File: src/hdl/slrh_pkg.sv
// package for the serial link recovery handshake: codes, timings, states
// assumes a single 100 MHz clock and an 8N1 serial line
package slrh_pkg;
  localparam int unsigned CLK_HZ = 100_000_000;
  localparam int unsigned RECOVERY_BAUD = 9600;
  localparam int unsigned BREAK_DETECT_MS = 100;
  localparam int unsigned HOST_BREAK_MS = 500;
  localparam int unsigned ENQ_PERIOD_MS = 500;
  localparam int unsigned ENQ_WINDOW_S = 10;
  // derived cycle counts; baud divisors round down
  localparam int unsigned BREAK_CYC = (CLK_HZ / 1000) * BREAK_DETECT_MS;
  localparam int unsigned ENQ_PERIOD_CYC = (CLK_HZ / 1000) * ENQ_PERIOD_MS;
  localparam int unsigned ENQ_WINDOW_CYC = CLK_HZ * ENQ_WINDOW_S;
  localparam int unsigned RECOVERY_DIV = CLK_HZ / RECOVERY_BAUD;
  localparam int unsigned BOOT_DIV = CLK_HZ / 38400;
  localparam int DIV_W = 16;
  localparam int TIME_W = 32;
  localparam int BYTE_W = 8;
  localparam int FIFO_DEPTH = 8;
  localparam int FRAME_BITS = 10;
  localparam logic [7:0] CHAR_ENQ = 8'h05;
  localparam logic [7:0] CHAR_ACK = 8'h06;
  localparam logic [7:0] CHAR_LF = 8'h0A;
  localparam logic [3:0] DATA_BITS = 4'h8;
  localparam logic [3:0] LAST_BIT = 4'h9;

  typedef enum logic [1:0] {
    SLRH_NORMAL = 2'b00,
    SLRH_BREAK = 2'b01,
    SLRH_ENQ = 2'b10,
    SLRH_DUMP = 2'b11
  } slrh_state_t;
endpackage : slrh_pkg

File: src/hdl/slrh_stream_if.sv
// valid/ready byte stream between the block's own modules
// assumes source and sink share one clock
`timescale 1ns/1ns
`default_nettype none
interface slrh_stream_if #(parameter int W = 8);
  logic [W-1:0] data;
  logic valid;
  logic ready;
  modport src (output data, output valid, input ready);
  modport snk (input data, input valid, output ready);
endinterface : slrh_stream_if
`default_nettype wire

File: src/hdl/slrh_fifo.sv
// small first-in first-out buffer with a registered head word
// assumes one clock; holds DEPTH words plus one in the head register
`timescale 1ns/1ns
`default_nettype none
module slrh_fifo #(
  parameter int W = 8,
  parameter int DEPTH = 8
) (
  input wire logic i_clk,
  input wire logic i_reset,
  slrh_stream_if.snk wr,
  slrh_stream_if.src rd
);
  localparam int AW = $clog2(DEPTH);
  logic [W-1:0] mem [DEPTH];
  logic [AW-1:0] wp;
  logic [AW-1:0] rp;
  logic [AW:0] cnt;
  logic [W-1:0] head;
  logic head_valid;
  logic wr_fire;
  logic mem_pop;

  assign wr.ready = (cnt != (AW+1)'(DEPTH));
  assign wr_fire = wr.valid && wr.ready;
  assign mem_pop = (cnt != '0) && (!head_valid || rd.ready);
  assign rd.valid = head_valid;
  assign rd.data = head;

  always_ff @(posedge i_clk) begin
    if (wr_fire) begin
      mem[wp] <= wr.data;
    end
  end

  always_ff @(posedge i_clk or posedge i_reset) begin
    if (i_reset) begin
      wp <= '0;
      rp <= '0;
      cnt <= '0;
    end else begin
      if (wr_fire) begin
        wp <= AW'(wp + 1'b1);
      end
      if (mem_pop) begin
        rp <= AW'(rp + 1'b1);
      end
      cnt <= (AW+1)'(cnt + (AW+1)'(wr_fire) - (AW+1)'(mem_pop));
    end
  end

  // head register keeps the read data coming straight from flip-flops
  always_ff @(posedge i_clk or posedge i_reset) begin
    if (i_reset) begin
      head <= '0;
      head_valid <= 1'b0;
    end else if (mem_pop) begin
      head <= mem[rp];
      head_valid <= 1'b1;
    end else if (rd.ready) begin
      head_valid <= 1'b0;
    end
  end
endmodule : slrh_fifo
`default_nettype wire

File: src/hdl/slrh_top.sv
// serial port with break-triggered recovery handshake
// assumes i_rxd is asynchronous; config dump bytes come from the host system side
`timescale 1ns/1ns
`default_nettype none
module slrh_top #(
  parameter int unsigned P_BREAK_CYC = slrh_pkg::BREAK_CYC,
  parameter int unsigned P_ENQ_PERIOD_CYC = slrh_pkg::ENQ_PERIOD_CYC,
  parameter int unsigned P_WINDOW_CYC = slrh_pkg::ENQ_WINDOW_CYC,
  parameter logic [15:0] P_RECOVERY_DIV = 16'(slrh_pkg::RECOVERY_DIV),
  parameter logic [15:0] P_BOOT_DIV = 16'(slrh_pkg::BOOT_DIV)
) (
  input wire logic i_clk,
  input wire logic i_reset,
  input wire logic i_rxd,
  output logic o_txd,
  input wire logic [7:0] i_tx_data,
  input wire logic i_tx_valid,
  output logic o_tx_ready,
  output logic [7:0] o_rx_data,
  output logic o_rx_valid,
  input wire logic [7:0] i_cfg_data,
  input wire logic i_cfg_valid,
  output logic o_cfg_ready,
  input wire logic [15:0] i_baud_div,
  input wire logic i_baud_load,
  output logic [15:0] o_baud_div,
  output logic o_recovery
);
  localparam int DW = slrh_pkg::DIV_W;
  localparam int TW = slrh_pkg::TIME_W;

  slrh_pkg::slrh_state_t state;
  slrh_pkg::slrh_state_t next_state;
  slrh_stream_if #(.W(slrh_pkg::BYTE_W)) fin ();
  slrh_stream_if #(.W(slrh_pkg::BYTE_W)) fout ();

  logic s1, s2, s3, rx_lvl;
  logic [TW-1:0] low_cnt;
  logic break_det;
  logic [TW-1:0] enq_cnt;
  logic [TW-1:0] win_cnt;
  logic enq_due;
  logic [DW-1:0] baud_div;
  logic [DW-1:0] pend_div;
  logic pend;
  logic tx_busy;
  logic [9:0] tx_sh;
  logic [3:0] tx_bit;
  logic [DW-1:0] tx_cnt;
  logic tx_load;
  logic [7:0] tx_byte;
  logic rx_busy;
  logic [3:0] rx_bit;
  logic [DW-1:0] rx_cnt;
  logic [7:0] rx_sh;
  logic rx_done;
  logic ack_seen;

  // ******************************************************
  // buffer for normal outgoing data
  // ******************************************************
  assign fin.data = i_tx_data;
  assign fin.valid = i_tx_valid;
  assign o_tx_ready = fin.ready;

  slrh_fifo #(.W(slrh_pkg::BYTE_W), .DEPTH(slrh_pkg::FIFO_DEPTH)) u_fifo (
    .i_clk(i_clk),
    .i_reset(i_reset),
    .wr(fin),
    .rd(fout)
  );

  // ******************************************************
  // line input synchroniser and break detection
  // ******************************************************
  always_ff @(posedge i_clk or posedge i_reset) begin
    if (i_reset) begin
      s1 <= 1'b1;
      s2 <= 1'b1;
      s3 <= 1'b1;
      rx_lvl <= 1'b1;
    end else begin
      s1 <= i_rxd;
      s2 <= s1;
      s3 <= s2;
      if (s2 == s3) begin
        rx_lvl <= s3;
      end
    end
  end

  // a break is a spacing line held far longer than any character
  always_ff @(posedge i_clk or posedge i_reset) begin
    if (i_reset) begin
      low_cnt <= '0;
    end else if (rx_lvl) begin
      low_cnt <= '0;
    end else if (low_cnt != TW'(P_BREAK_CYC)) begin
      low_cnt <= TW'(low_cnt + 1'b1);
    end
  end
  assign break_det = (low_cnt == TW'(P_BREAK_CYC));

  // ******************************************************
  // recovery sequence
  // ******************************************************
  assign ack_seen = rx_done && (rx_sh == slrh_pkg::CHAR_ACK);

  always_comb begin
    next_state = state;
    unique case (state)
      slrh_pkg::SLRH_NORMAL: begin
        if (break_det) begin
          next_state = slrh_pkg::SLRH_BREAK;
        end
      end
      slrh_pkg::SLRH_BREAK: begin
        if (rx_lvl) begin
          next_state = slrh_pkg::SLRH_ENQ;
        end
      end
      slrh_pkg::SLRH_ENQ: begin
        if (break_det) begin
          next_state = slrh_pkg::SLRH_BREAK;
        end else if (ack_seen) begin
          next_state = slrh_pkg::SLRH_DUMP;
        end else if (win_cnt == TW'(P_WINDOW_CYC) && !tx_busy) begin
          next_state = slrh_pkg::SLRH_NORMAL;
        end
      end
      slrh_pkg::SLRH_DUMP: begin
        if (tx_load && tx_byte == slrh_pkg::CHAR_LF) begin
          next_state = slrh_pkg::SLRH_NORMAL;
        end
      end
    endcase
  end

  always_ff @(posedge i_clk or posedge i_reset) begin
    if (i_reset) begin
      state <= slrh_pkg::SLRH_NORMAL;
    end else begin
      state <= next_state;
    end
  end

  // enquiry pacing and window; first enquiry goes out at once
  always_ff @(posedge i_clk or posedge i_reset) begin
    if (i_reset) begin
      enq_cnt <= '0;
      win_cnt <= '0;
      enq_due <= 1'b0;
    end else if (state != slrh_pkg::SLRH_ENQ) begin
      enq_cnt <= '0;
      win_cnt <= '0;
      enq_due <= 1'b1;
    end else begin
      if (win_cnt != TW'(P_WINDOW_CYC)) begin
        win_cnt <= TW'(win_cnt + 1'b1);
      end
      if (enq_cnt == TW'(P_ENQ_PERIOD_CYC - 1)) begin
        enq_cnt <= '0;
      end else begin
        enq_cnt <= TW'(enq_cnt + 1'b1);
      end
      // set wins over the clear by the transmitter
      if (enq_cnt == TW'(P_ENQ_PERIOD_CYC - 1)) begin
        enq_due <= 1'b1;
      end else if (tx_load) begin
        enq_due <= 1'b0;
      end
    end
  end

  // ******************************************************
  // baud rate control
  // ******************************************************
  always_ff @(posedge i_clk or posedge i_reset) begin
    if (i_reset) begin
      baud_div <= P_BOOT_DIV;
      pend_div <= '0;
      pend <= 1'b0;
    end else begin
      if (break_det) begin
        baud_div <= P_RECOVERY_DIV;
        pend <= 1'b0;
      end else if (i_baud_load) begin
        pend_div <= i_baud_div;
        pend <= 1'b1;
      end else if (pend && state == slrh_pkg::SLRH_NORMAL && !tx_busy && !fout.valid) begin
        // queued reply drains at the old rate first; a steady stream delays the switch
        baud_div <= pend_div;
        pend <= 1'b0;
      end
    end
  end
  assign o_baud_div = baud_div;
  assign o_recovery = (state != slrh_pkg::SLRH_NORMAL);

  // ******************************************************
  // transmitter, 8N1, source chosen by state
  // ******************************************************
  always_comb begin
    tx_load = 1'b0;
    tx_byte = fout.data;
    unique case (state)
      slrh_pkg::SLRH_NORMAL: begin
        tx_load = !tx_busy && fout.valid;
      end
      slrh_pkg::SLRH_BREAK: begin
        tx_load = 1'b0;
      end
      slrh_pkg::SLRH_ENQ: begin
        tx_byte = slrh_pkg::CHAR_ENQ;
        tx_load = !tx_busy && enq_due && win_cnt != TW'(P_WINDOW_CYC);
      end
      slrh_pkg::SLRH_DUMP: begin
        tx_byte = i_cfg_data;
        tx_load = !tx_busy && i_cfg_valid;
      end
    endcase
  end
  assign fout.ready = (state == slrh_pkg::SLRH_NORMAL) && !tx_busy;
  assign o_cfg_ready = (state == slrh_pkg::SLRH_DUMP) && !tx_busy;

  always_ff @(posedge i_clk or posedge i_reset) begin
    if (i_reset) begin
      tx_busy <= 1'b0;
      tx_sh <= '1;
      tx_bit <= '0;
      tx_cnt <= '0;
    end else if (tx_load) begin
      tx_busy <= 1'b1;
      tx_sh <= {1'b1, tx_byte, 1'b0};
      tx_bit <= '0;
      tx_cnt <= '0;
    end else if (tx_busy) begin
      if (tx_cnt == DW'(baud_div - 1'b1)) begin
        tx_cnt <= '0;
        tx_sh <= {1'b1, tx_sh[9:1]};
        tx_bit <= 4'(tx_bit + 1'b1);
        if (tx_bit == slrh_pkg::LAST_BIT) begin
          tx_busy <= 1'b0;
        end
      end else begin
        tx_cnt <= DW'(tx_cnt + 1'b1);
      end
    end
  end
  assign o_txd = tx_busy ? tx_sh[0] : 1'b1;

  // ******************************************************
  // receiver, 8N1; bytes with a bad stop bit are dropped
  // ******************************************************
  always_ff @(posedge i_clk or posedge i_reset) begin
    if (i_reset) begin
      rx_busy <= 1'b0;
      rx_bit <= '0;
      rx_cnt <= '0;
      rx_sh <= '0;
      rx_done <= 1'b0;
    end else begin
      rx_done <= 1'b0;
      if (!rx_busy) begin
        if (!rx_lvl && low_cnt == '0 + TW'(1)) begin
          rx_busy <= 1'b1;
          rx_bit <= '0;
          rx_cnt <= DW'(baud_div >> 1);
        end
      end else if (rx_cnt == DW'(baud_div - 1'b1)) begin
        rx_cnt <= '0;
        rx_bit <= 4'(rx_bit + 1'b1);
        if (rx_bit == '0 && rx_lvl) begin
          rx_busy <= 1'b0;
        end else if (rx_bit != '0 && rx_bit <= slrh_pkg::DATA_BITS) begin
          rx_sh <= {rx_lvl, rx_sh[7:1]};
        end else if (rx_bit == slrh_pkg::LAST_BIT) begin
          rx_busy <= 1'b0;
          rx_done <= rx_lvl;
        end
      end else begin
        rx_cnt <= DW'(rx_cnt + 1'b1);
      end
    end
  end

  // commands reach the user only in normal operation; end marker is theirs to find
  always_ff @(posedge i_clk or posedge i_reset) begin
    if (i_reset) begin
      o_rx_data <= '0;
      o_rx_valid <= 1'b0;
    end else begin
      o_rx_valid <= rx_done && state == slrh_pkg::SLRH_NORMAL;
      if (rx_done) begin
        o_rx_data <= rx_sh;
      end
    end
  end
endmodule : slrh_top
`default_nettype wire

File: config.mk
export PLATFORM = sky130hd
export DESIGN_NAME = slrh_top
export DESIGN_NICKNAME = d
export VERILOG_FILES = /design/src/hdl/slrh_pkg.sv /design/src/hdl/slrh_stream_if.sv /design/src/hdl/slrh_fifo.sv /design/src/hdl/slrh_top.sv
export SDC_FILE = /design/constraint.sdc
export NUM_CORES = 1
export LEC_CHECK = 0
export ABC_AREA = 1
export BUFFER_PORTS_ARGS = -buffer_cell sky130_fd_sc_hd__clkbuf_2
export CORE_AREA = 5 5 207 209
export CTS_CLUSTER_SIZE = 16
export DETAILED_ROUTE_END_ITERATION = 7
export DIE_AREA = 0 0 212 214
export PLACE_DENSITY = 0.65
export SYNTH_ARGS = -nofsm -noshare
export SYNTH_HDL_FRONTEND = slang
export SYNTH_HIERARCHICAL = 1
export SYNTH_SLANG_ARGS = --single-unit
export TNS_END_PERCENT = 20
File: constraint.sdc
create_clock -name i_clk -period 6.6 [get_ports i_clk]
set_clock_uncertainty 0.2 [all_clocks]
set_input_delay 0 -clock i_clk [delete_from_list [all_inputs] [get_ports i_clk]]
set_output_delay 0 -clock i_clk [all_outputs]
set_load 0.005 [all_outputs]
==> results of run 1 <==
==> cell usage after synthesis, types with 4 or more instances <==
| library cell | n | area [um^2] |
|---|---|---|
| sky130_fd_sc_hd__nand2_1 | 512 | 1920 |
| sky130_fd_sc_hd__inv_1 | 254 | 953 |
| sky130_fd_sc_hd__nand3_1 | 237 | 1190 |
| sky130_fd_sc_hd__dfrtp_1 | 206 | 5150 |
| sky130_fd_sc_hd__nor2_1 | 196 | 736 |
| sky130_fd_sc_hd__a21oi_1 | 77 | 385 |
| sky130_fd_sc_hd__nor3_1 | 67 | 335 |
| sky130_fd_sc_hd__o21ai_0 | 65 | 325 |
| sky130_fd_sc_hd__edfxtp_1 | 64 | 1920 |
| sky130_fd_sc_hd__nand4_1 | 50 | 313 |
| sky130_fd_sc_hd__xor2_1 | 47 | 412 |
| sky130_fd_sc_hd__ha_1 | 27 | 338 |
| sky130_fd_sc_hd__clkbuf_1 | 20 | 75.1 |
| sky130_fd_sc_hd__dfstp_2 | 18 | 473 |
| sky130_fd_sc_hd__nor4_1 | 18 | 113 |
| sky130_fd_sc_hd__a31oi_1 | 15 | 93.8 |
| sky130_fd_sc_hd__nand3_2 | 13 | 130 |
| sky130_fd_sc_hd__nor2_2 | 13 | 81.3 |
| sky130_fd_sc_hd__buf_2 | 12 | 60.1 |
| sky130_fd_sc_hd__mux2_2 | 11 | 124 |
| sky130_fd_sc_hd__nand2_2 | 11 | 68.8 |
| sky130_fd_sc_hd__buf_6 | 9 | 101 |
| sky130_fd_sc_hd__nand3b_1 | 7 | 52.6 |
| sky130_fd_sc_hd__nor2_4 | 7 | 78.8 |
| sky130_fd_sc_hd__o21ai_2 | 7 | 61.3 |
| sky130_fd_sc_hd__o22ai_1 | 6 | 37.5 |
| sky130_fd_sc_hd__inv_2 | 5 | 18.8 |
| sky130_fd_sc_hd__o21a_1 | 5 | 37.5 |
| sky130_fd_sc_hd__a22o_1 | 4 | 35.0 |
| sky130_fd_sc_hd__buf_4 | 4 | 30.0 |
| sky130_fd_sc_hd__clkinv_1 | 4 | 15.0 |
| sky130_fd_sc_hd__nand2_4 | 4 | 45.0 |
| sky130_fd_sc_hd__nor3b_1 | 4 | 30.0 |
| sky130_fd_sc_hd__o21bai_2 | 4 | 45.0 |
==> timing repair <==
| action | 4_1_cts | 5_1_grt |
|---|---|---|
| hold buffers | 37 | 0 |
| hold endpoints to repair | 254 | 0 |
| resized for setup | 0 | 0 |
==> per-layer routing <==
| layer | vias up | GRT usage (%) |
|---|---|---|
| met4 | 0 | 4.66 |
| met5 | - | 0 |
| met2 | 375 | 29.0 |
| met3 | 65 | 3.03 |
| met1 | 6442 | 24.3 |
| li1 | 6891 | - |
==> cell type report <==
type	instances	area share, %
timing repair buffer	109	4.05
tap	532	3.61
multi-input combinational	1439	39.6
inverter	265	5.51
clock buffer	49	5.26
sequential	288	41.0
clock inverter	12	1.03
==> cell families (layout without fill, tap and decap cells) <==
| kind of cell | after synthesis | after routing | share of synthesized area, % |
|---|---|---|---|
| simple gates | 1157 | 1157 | 32.7 |
| buf+inv | 313 | 435 | 7.99 |
| flops | 288 | 288 | 46.8 |
| compound gates | 192 | 192 | 6.76 |
| xor+xnor | 50 | 50 | 2.71 |
| fa+ha+maj | 29 | 29 | 2.28 |
| mux | 11 | 11 | 0.768 |
==> stage by stage <==
stage	utilization (%)	area, um^2	setup WS, ns	power [mW]	hold WS (ns)
floorplan	-	16100	0.834	2.18	-0.249
global placement	41.6	16900	3.40	2.26	-0.107
detailed placement	41.6	16900	3.25	2.28	-0.105
CTS	45.3	18400	3.24	4.27	0.0135
global route	45.3	18400	3.06	4.38	0.0584
finish	45.3	18400	3.26	4.21	0.0191
==> worst register-to-register path: stages, from the launching register on <==
cell and delay [ns]:
sky130_fd_sc_hd__dfrtp_1 0.42, sky130_fd_sc_hd__inv_1 0.14, sky130_fd_sc_hd__ha_1 0.16, sky130_fd_sc_hd__buf_4 0.27
sky130_fd_sc_hd__inv_1 0.40, sky130_fd_sc_hd__nor2_1 0.87, sky130_fd_sc_hd__inv_1 0.46, sky130_fd_sc_hd__a211oi_1 0.33
==> worst min path at each step <==
stage / start / end / cells past startpoint
global placement: i_rxd / s1$_DFF_PP1_ / 1
finish: i_reset / u_fifo/rd.data[7]$_DFFE_PP0P_ / 3
global route: i_baud_div[0] / pend_div[0]$_DFFE_PP0P_ / 3
CTS: i_cfg_valid / tx_sh[3]$_DFFE_PP1P_ / 7
detailed placement: i_rxd / s1$_DFF_PP1_ / 1
floorplan: i_reset / u_fifo/cnt[0]$_DFF_PP0_ / 1
==> state kept, by name, summed over array words and instances, names as in the netlist, 2 cells and up <==
signal / cells
u_fifo/rp: 3
rx_bit: 4
o_baud_div: 16
tx_cnt: 16
u_fifo/cnt: 4
tx_bit: 4
state: 2
rx_sh: 8
rx_cnt: 16
u_fifo/wp: 3
low_cnt: 32
u_fifo/rd.data: 8
pend_div: 16
tx_sh: 9
u_fifo/mem: 64
win_cnt: 32
o_rx_data: 8
enq_cnt: 32
==> power by group <==
part / leakage (nW) / internal (mW) / switching, mW
logic: 4.23 / 0.103 / 0.190
clock network: 0.571 / 1.22 / 0.734
registers: 3.46 / 1.92 / 0.0387
==> flow_metrics.py, run 1 <==
metrics = {
    "outcome": {
        "outcome": "finished, final reports clean",
    },
    "worst_setup_path": {
        "timing.critical_path.to_type": "register",
        "worst_reg_to_reg_path_cell_count": 7,
        "worst-path-buf-inv": 4,
        "worstPathArrival_ns": 3.56,
        "required_time_of_the_worst_setup_path_ns": 6.82,
        "critical_path.slowest_cell": "sky130_fd_sc_hd__nor2_1",
        "critPathKind": "reg2reg",
        "worst-path-stages": 7,
        "timing.critical_path.mode_cell": "sky130_fd_sc_hd__inv_1",
        "startpoint_type": "register",
        "slowest_delay_ns": 0.86,
        "worst_r2r_endpoint": "enq_cnt[22]$_DFF_PP0_",
        "cp-endpoint": "enq_cnt[22]$_DFF_PP0_",
        "critical_path_peak_fanout": 27,
        "ff2ff_setup_slack_ns": 3.26,
        "crit_family": "buffers and inverters",
        "critical_path_cell_list": "inv_1 -> ha_1 -> buf_4 -> inv_1 -> nor2_1 -> inv_1 -> a211oi_1",
        "critical_path.reg2reg.startpoint": "state[0]$_DFFE_PP0P_",
        "startpoint": "state[0]$_DFFE_PP0P_",
    },
    "cells_and_area": {
        "antenna_diodes": 0,
        "fill_cells": 3940,
        "layout_area_overhead_pct": 14.2,
        "layoutNonFillerInstCount": 2694,
        "layout.area.seq_mm2": 0.00755,
        "drive_gt1_share_pct": 10.6,
        "final_cell_mix": "sky130_fd_sc_hd__nand2_1, sky130_fd_sc_hd__inv_1, sky130_fd_sc_hd__nand3_1",
        "nets": 2203,
        "multi_input_comb_area_mm2": 0.00729,
        "mostFrequentLayoutCell": "sky130_fd_sc_hd__nand2_1",
    },
    "die": {
        "core-area_mm2": 0.0406,
        "floorplan.initialDensity_pct": 39.7,
        "die_h_um": 214,
        "io_pins": 67,
        "floorplan.die_area_mm2": 0.0454,
        "dieWidth_um": 212,
        "rows": 74,
    },
    "drt": {
        "avgViaCountPerCell": 5.11,
        "dr.max_layer_used": "met4",
        "drt_iter0_markers": 1177,
        "post_drt_wl_per_cell_um": 15.3,
        "firstDrtPassIters": 5,
        "m1WireLength_mm": 18.7,
        "route.final.wire_length_mm": 41.1,
        "dr_wl_met2_mm": 18.9,
        "met3RoutedLength_mm": 2.54,
        "drc": 0,
        "num_vias": 13773,
        "antenna_viol_nets_final": 0,
    },
    "synth": {
        "synth_enable_flop_cells": 64,
        "post_synth.cell_area_avg_um2": 7.91,
        "synthesized_instance_count": 2040,
        "share_of_synthesized_area_occupied_by_flip_flops_and_latches_pct": 46.8,
        "synth_top_flop_cell": "sky130_fd_sc_hd__dfrtp_1",
        "count_of_state_elements_after_synthesis": 288,
        "mappedNetlistNets": 2106,
        "synth_cell_types": 58,
        "mappedNetlistArea_mm2": 0.0161,
        "yosys_warnings": 6,
        "asyncSetResetFlopFracSynth_pct": 77.8,
    },
    "place": {
        "dp.cells": 2596,
        "hpwl_mm": 29.1,
        "port_buffers": 66,
        "gpl.final_weighted_congestion": 0.971,
    },
    "clock_network": {
        "ctsLongestPathBuffers": 3,
        "cts_tree": "yes",
        "ctsRootBufferMaster": "sky130_fd_sc_hd__clkbuf_16",
        "cts_post_setup_buffers_inserted": 0,
        "cts_buffers": 34,
        "path_clk_slew_ns": 0.06,
        "clk_latency_ns": 0.52,
        "htree_levels": 2,
        "clock_sinks": 288,
    },
    "power_and_ir_drop": {
        "power_per_cell_area_mw_per_mm2": 228,
        "power_leakage_nw": 8.26,
        "worst_ir_drop_on_vdd_mv": 0.222,
    },
    "sta": {
        "max_slew_margin_pct": 32.9,
        "max_transition_viols_final": 0,
        "setup_tns_ns": 0,
        "tightest_slew_ns": 1.00,
        "setup_viol": 0,
        "clock.fmax_mhz": 299,
        "grt_setup_unrepaired": "no",
        "hold_viol": 0,
        "min_period_over_period_pct": 50.7,
        "final_period_minus_worst_setup_slack_ns": 3.34,
    },
    "run": {
        "cap_viol_max_count": 0,
    },
    "global_route": {
        "number_of_antenna_violations_at_the_first_check_in_global_routing": 1,
        "grt_pass1_vias": 13229,
        "grt_overflow_total": 0,
        "grt_pass1_wl_mm": 67.2,
        "grt_start_max_net_pins": 129,
        "grt.total_usage_pct": 17.7,
    },
    "hold_path": {
        "min_path_type": "in2async",
    },
}
No activity file was read; power rests on OpenSTA's default activity.
==> inputs of run 2 (changes only) <==
--- a/config.mk
+++ b/config.mk
@@ -11,7 +11,7 @@
 export CTS_CLUSTER_SIZE = 16
 export DETAILED_ROUTE_END_ITERATION = 7
 export DIE_AREA = 0 0 212 214
-export PLACE_DENSITY = 0.65
+export PLACE_DENSITY = 0.67
 export SYNTH_ARGS = -nofsm -noshare
 export SYNTH_HDL_FRONTEND = slang
 export SYNTH_HIERARCHICAL = 1
==> constraint.sdc (replaced) <==
create_clock -name i_clk -period 2.81 [get_ports i_clk]
set_clock_uncertainty 0.2 [all_clocks]
set_input_delay 0 -clock i_clk [delete_from_list [all_inputs] [get_ports i_clk]]
set_output_delay 0 -clock i_clk [all_outputs]
set_load 0.005 [all_outputs]
==> run 2 against run 1 <==
  * Design area increased by 2.7%
  * Wire length increased by 2.1%
  * Hold slack improved by 0.035 ns
  * Clock-buffer cell count decreased by 13
  * Clock power increased by 130%
  * Fmax increased by 27%
  * Non-clock buffer count increased by 49
  * Largest cell class unchanged
==> flow_metrics.py, run 2 (synthesis gave the netlist of run 1 again) <==
metrics = {
    "clock_network": {
        "ctsRootBufferMaster": "sky130_fd_sc_hd__clkbuf_16",
        "htree_levels": 1,
        "cts_buffers": 31,
        "ctsLongestPathBuffers": 3,
        "clk_latency_ns": 0.58,
        "path_clk_slew_ns": 0.07,
        "clock_sinks": 288,
        "cts_tree": "yes",
    },
    "run": {
        "cap_viol_max_count": 0,
    },
    "cells_and_area": {
        "nets": 2249,
        "largest_register_ffs": 64,
        "final_cell_mix": "sky130_fd_sc_hd__nand2_1, sky130_fd_sc_hd__inv_1, sky130_fd_sc_hd__nand3_1",
        "antenna_diodes": 0,
        "finish.instance_area_mm2": 0.0189,
        "drive_gt1_share_pct": 12.2,
        "mostFrequentLayoutCell": "sky130_fd_sc_hd__nand2_1",
        "layout_area_overhead_pct": 17.3,
        "layoutNonFillerInstCount": 2740,
        "largest_register": "u_fifo/mem",
    },
    "drt": {
        "avgViaCountPerCell": 5.09,
        "drt_iter0_markers": 1161,
        "route.final.wire_length_mm": 42.0,
        "post_drt_wl_per_cell_um": 15.3,
        "num_vias": 13952,
        "firstDrtPassIters": 6,
        "antenna_viol_nets_final": 0,
        "drc": 0,
    },
    "worst_setup_path": {
        "worst_reg_to_reg_path_cell_count": 13,
        "ff2ff_setup_slack_ns": 0.18,
        "worst_r2r_endpoint": "u_fifo/cnt[2]$_DFF_PP0_",
        "slowest_delay_ns": 0.44,
        "worst-path-buf-inv": 5,
        "timing.critical_path.to_type": "register",
        "required_time_of_the_worst_setup_path_ns": 3.07,
        "critical_path.reg2reg.startpoint": "state[1]$_DFFE_PP0P_",
        "startpoint_type": "register",
        "worstPathArrival_ns": 2.89,
        "timing.critical_path.mode_cell": "sky130_fd_sc_hd__inv_1",
        "worst-path-stages": 13,
        "cp-endpoint": "u_fifo/cnt[2]$_DFF_PP0_",
        "critical_path.slowest_cell": "sky130_fd_sc_hd__dfrtp_1",
        "startpoint": "state[1]$_DFFE_PP0P_",
        "critPathKind": "reg2reg",
        "crit_family": "adder cells",
        "critical_path_peak_fanout": 6,
        "critical_path_cell_list": "inv_1 -> ha_1 -> inv_1 -> nor2_1 -> inv_1 -> nand2_1 -> nand2_1 -> inv_1 -> ha_1 -> inv_1 -> ha_1 -> fa_1 -> xor2_1",
    },
    "die": {
        "core-area_mm2": 0.0406,
        "floorplan.die_area_mm2": 0.0454,
        "io_pins": 67,
        "die_h_um": 214,
        "floorplan.initialDensity_pct": 39.7,
        "dieWidth_um": 212,
        "rows": 74,
    },
    "sta": {
        "max_slew_margin_pct": 43.6,
        "clock.fmax_mhz": 381,
        "hold_viol": 0,
        "min_period_over_period_pct": 93.4,
        "setup_viol": 0,
        "final_period_minus_worst_setup_slack_ns": 2.63,
        "fin_ws_ns": 0.185,
        "max_transition_viols_final": 0,
        "tightest_slew_ns": 0.846,
    },
    "place": {
        "dp.cells": 2628,
        "post-place-ws_ns": -0.0391,
        "hpwl_mm": 30.0,
        "port_buffers": 66,
        "detailed_place.area_mm2": 0.0172,
        "gpl.final_weighted_congestion": 0.921,
    },
    "power_and_ir_drop": {
        "power_leakage_nw": 8.49,
        "worst_ir_drop_on_vdd_mv": 0.585,
        "report.power.total_mw": 9.84,
        "power_per_cell_area_mw_per_mm2": 520,
    },
    "global_route": {
        "grt_pass1_wl_mm": 69.8,
        "grt.total_usage_pct": 18.3,
        "grt_overflow_total": 0,
        "grt_pass1_vias": 13665,
        "number_of_antenna_violations_at_the_first_check_in_global_routing": 0,
        "grt_start_max_net_pins": 87,
    },
    "hold_path": {
        "timing.hold.worst_path_depth": 2,
        "min_path_type": "in2reg",
    },
    "outcome": {
        "outcome": "finished, final reports clean",
    },
}
==> run 2: through the flow <==
step / setup TNS [ns] / hold slack [ns] / utilization, %
finish: 0 / 0.0536 / 46.5
global route: -0.00146 / 0.0533 / 46.5
CTS: 0 / 0.00265 / 46.4
detailed placement: -0.109 / -0.108 / 42.3
global placement: 0 / -0.104 / 42.3
floorplan: -6.28 / -0.249 / -
==> run 2: area by class of cell <==
cell class                      instances  area [um^2]
Clock buffer                           36          815
Clock inverter                         22          308
Fill cell                            3922        21700
Inverter                              265         1010
Multi-Input combinational cell       1439         7360
Sequential cell                       288         7550
Tap cell                              532          666
Timing Repair Buffer                  158         1210
==> run 2: how the worst min path moves through the flow <==
stage,startpoint,to,slack [ns]
floorplan,i_reset,u_fifo/cnt[0]$_DFF_PP0_,-0.25
global placement,i_reset,tx_bit[0]$_DFFE_PP0P_,-0.10
detailed placement,i_reset,tx_cnt[10]$_DFFE_PP0P_,-0.11
CTS,i_baud_div[12],pend_div[12]$_DFFE_PP0P_,0.003
global route,i_tx_data[7],u_fifo/mem[5][7]$_DFFE_PP_,0.05
finish,i_tx_data[7],u_fifo/mem[2][7]$_DFFE_PP_,0.05
==> run 2: routing by layer <==
layer	GRT usage (%)	vias up	share of wire [%]
met5	0	-	0
met4	4.77	0	2.7
met3	2.49	71	4.6
met2	30.4	337	47
met1	25.2	6562	45
li1	-	6982	-
==> run 2: worst reg2reg max path, delay by kind of cell, from the launching register on <==
family / cells / cell delay (ns)
AND/OR/NAND/NOR: 3 / 0.30
adder cells (fa/ha/maj): 4 / 1.06
flip-flops: 1 / 0.44
buffers and inverters: 5 / 0.36
XOR/XNOR: 1 / 0.15
==> run 2: what timing repair did <==
action / in CTS / in global routing
hold endpoints to repair: 362 / 0
resized for setup: 1 / 14
setup buffers: 0 / 0
hold buffers: 54 / 0
endpoints found under the setup margin: 5 / 51
==> run 2: power by group <==
part           switching (mW)  internal, mW
clock                    1.77          2.72
sequential             0.0858          4.51
combinational           0.458         0.296
total                    2.31          7.53
==> inputs of run 3 (changes only) <==
--- a/config.mk
+++ b/config.mk
@@ -7,11 +7,11 @@
 export LEC_CHECK = 0
 export ABC_AREA = 1
 export BUFFER_PORTS_ARGS = -buffer_cell sky130_fd_sc_hd__clkbuf_2
-export CORE_AREA = 5 5 207 209
+export CORE_AREA = 5 5 186 188
 export CTS_CLUSTER_SIZE = 16
 export DETAILED_ROUTE_END_ITERATION = 7
-export DIE_AREA = 0 0 212 214
-export PLACE_DENSITY = 0.67
+export DIE_AREA = 0 0 191 193
+export PLACE_DENSITY = 0.79
 export SYNTH_ARGS = -nofsm -noshare
 export SYNTH_HDL_FRONTEND = slang
 export SYNTH_HIERARCHICAL = 1
==> run 3 against run 2 <==
  * Design area is 0.61% lower
  * Global-route usage up 3.9 points
  * First-iteration DRC count rose by 6.9%
  * Sequential share of layout area grew 0.24 points
  * Cell count shrank 3.1%
  * Critical path depth grew 1
  * Hold slack better by 0.0067 ns
  * Highest routed layer unchanged
  * Via count is 1.9% higher
  * Clock-buffer cell count rose by 12
  * Die area down 19%
  * Largest cell class unchanged
  * Sequential power barely moved
==> flow_metrics.py, run 3 (synthesis gave the netlist of run 1 again) <==
metrics = {
    "clock_network": {
        "ctsRootBufferMaster": "sky130_fd_sc_hd__clkbuf_16",
        "clk_latency_ns": 0.52,
        "cts_tree": "yes",
        "ctsLongestPathBuffers": 3,
        "htree_levels": 2,
        "clock_sinks": 288,
        "cts_buffers": 34,
        "path_clk_slew_ns": 0.06,
    },
    "sta": {
        "grt_setup_unrepaired": "yes",
        "max_slew_margin_pct": 45.1,
        "tightest_slew_ns": 0.823,
        "hold-worst-slack_ns": 0.0603,
        "final_period_minus_worst_setup_slack_ns": 2.68,
        "hold_viol": 0,
        "setup_tns_ns": 0,
        "clock.fmax_mhz": 373,
        "min_period_over_period_pct": 95.4,
        "max_transition_viols_final": 0,
        "setup_viol": 0,
    },
    "hold_path": {
        "min_path_type": "in2reg",
    },
    "global_route": {
        "grt_pass1_wl_mm": 67.8,
        "grt_overflow_total": 0,
        "number_of_antenna_violations_at_the_first_check_in_global_routing": 0,
        "grt.total_usage_pct": 22.2,
        "grt_pass1_vias": 13837,
        "grt_start_max_net_pins": 64,
    },
    "die": {
        "floorplan.initialDensity_pct": 49.0,
        "io_pins": 67,
        "dieWidth_um": 191,
        "rows": 67,
        "floorplan.die_area_mm2": 0.0369,
        "die_h_um": 193,
        "core-area_mm2": 0.0329,
    },
    "cells_and_area": {
        "layout.area.seq_mm2": 0.00755,
        "final_cell_mix": "sky130_fd_sc_hd__nand2_1, sky130_fd_sc_hd__inv_1, sky130_fd_sc_hd__nand3_1",
        "multi_input_comb_area_mm2": 0.00735,
        "antenna_diodes": 0,
        "fill_cells": 2856,
        "largest_register_ffs": 64,
        "layout_area_overhead_pct": 16.6,
        "largest_register": "u_fifo/mem",
        "nets": 2247,
        "mostFrequentLayoutCell": "sky130_fd_sc_hd__nand2_1",
        "drive_gt1_share_pct": 12.4,
    },
    "worst_setup_path": {
        "required_time_of_the_worst_setup_path_ns": 3.00,
        "startpoint": "o_baud_div[1]$_DFFE_PP0P_",
        "critical_path.slowest_cell": "sky130_fd_sc_hd__dfrtp_1",
        "cp-endpoint": "rx_cnt[5]$_DFFE_PP0P_",
        "worstPathArrival_ns": 2.87,
        "startpoint_type": "register",
        "worst_r2r_endpoint": "rx_cnt[5]$_DFFE_PP0P_",
        "critical_path_peak_fanout": 10,
        "critical_path.reg2reg.startpoint": "o_baud_div[1]$_DFFE_PP0P_",
        "slowest_delay_ns": 0.46,
        "critPathKind": "reg2reg",
        "critical_path_cell_list": "inv_1 -> ha_2 -> nand2_4 -> nor2_8 -> nand3_4 -> nand2_2 -> nand2_1 -> nand2_1 -> nand2_1 -> nor2_2 -> nand3_4 -> nand2_2 -> buf_12 -> o21bai_2",
        "timing.critical_path.to_type": "register",
        "timing.critical_path.mode_cell": "sky130_fd_sc_hd__nand2_1",
        "worst_reg_to_reg_path_cell_count": 14,
        "ff2ff_setup_slack_ns": 0.13,
    },
    "power_and_ir_drop": {
        "worst_ir_drop_on_vdd_mv": 0.558,
        "power_leakage_nw": 8.51,
        "power_per_cell_area_mw_per_mm2": 531,
    },
    "run": {
        "cap_viol_max_count": 0,
    },
    "outcome": {
        "outcome": "finished, final reports clean",
    },
    "drt": {
        "antenna_viol_nets_final": 0,
        "route.final.wire_length_mm": 40.7,
        "drc": 0,
        "drt_iter0_markers": 1241,
        "firstDrtPassIters": 6,
        "post_drt_wl_per_cell_um": 15.3,
        "avgViaCountPerCell": 5.35,
        "num_vias": 14213,
    },
    "place": {
        "port_buffers": 66,
        "hpwl_mm": 29.1,
        "gpl.final_weighted_congestion": 0.963,
    },
}
## run 3: area by class of cell
class / count / share of cell area, %
Multi-Input combinational cell: 1439 / 39.1
Clock inverter: 14 / 1.16
Sequential cell: 288 / 40.2
Tap cell: 448 / 2.98
Timing Repair Buffer: 153 / 6.12
Clock buffer: 48 / 5.13
Inverter: 265 / 5.38
## run 3: timing repair
| item | CTS | global route |
|---|---|---|
| buffers inserted | 0 | 0 |
| hold buffers | 44 | 0 |
| hold endpoints to repair | 353 | 0 |
| gates resized for setup | 0 | 14 |
| endpoints found under the setup margin | 0 | 72 |
## run 3: how the worst min path moves through the flow
stage / slack, ns / end / from / cells after the start
after floorplan: -0.25 / u_fifo/cnt[0]$_DFF_PP0_ / i_reset / 1
after global placement: -0.20 / enq_due$_DFFE_PP0P_ / i_reset / 2
after detailed placement: -0.19 / enq_due$_DFFE_PP0P_ / i_reset / 2
after CTS: 0.04 / pend_div[0]$_DFFE_PP0P_ / i_baud_div[0] / 3
after global routing: 0.05 / pend_div[12]$_DFFE_PP0P_ / i_baud_div[12] / 3
final: 0.06 / pend_div[12]$_DFFE_PP0P_ / i_baud_div[12] / 3
## run 3: per-layer routing
layer	track usage [%]	vias to the layer above	routed length (um)
met5	0	-	0
met4	7.35	0	1220
met3	3.11	82	2240
met2	38.5	428	19900
met1	29.0	6699	17400
li1	-	7004	-
## run 3: power breakdown
group / switching (mW) / total (mW) / internal [mW] / leakage (nW)
registers: 0.0886 / 4.60 / 4.51 / 3.46
clock network: 1.77 / 4.64 / 2.88 / 0.577
logic: 0.455 / 0.748 / 0.293 / 4.47
total: 2.31 / 9.99 / 7.68 / 8.51
## run 3: worst max-delay path, delay by kind of cell, from the launching register on
| kind | cells | cell delay [ns] |
|---|---|---|
| simple gates | 10 | 1.29 |
| flops | 1 | 0.46 |
| buf+inv | 2 | 0.27 |
| compound gates | 1 | 0.07 |
| fa+ha+maj | 1 | 0.25 |
## run 3: metrics by stage
step	utilization, %	cell area [um^2]	total power, mW	cells	setup WS [ns]
floorplan	-	16100	5.11	2040	-0.0336
global placement	52.0	17100	5.33	2549	0.0607
detailed placement	52.0	17100	5.37	2549	0.0296
CTS	56.9	18700	10.1	2655	0.0198
global route	57.1	18800	10.4	2655	-0.0558
finish	57.1	18800	9.99	2655	0.129
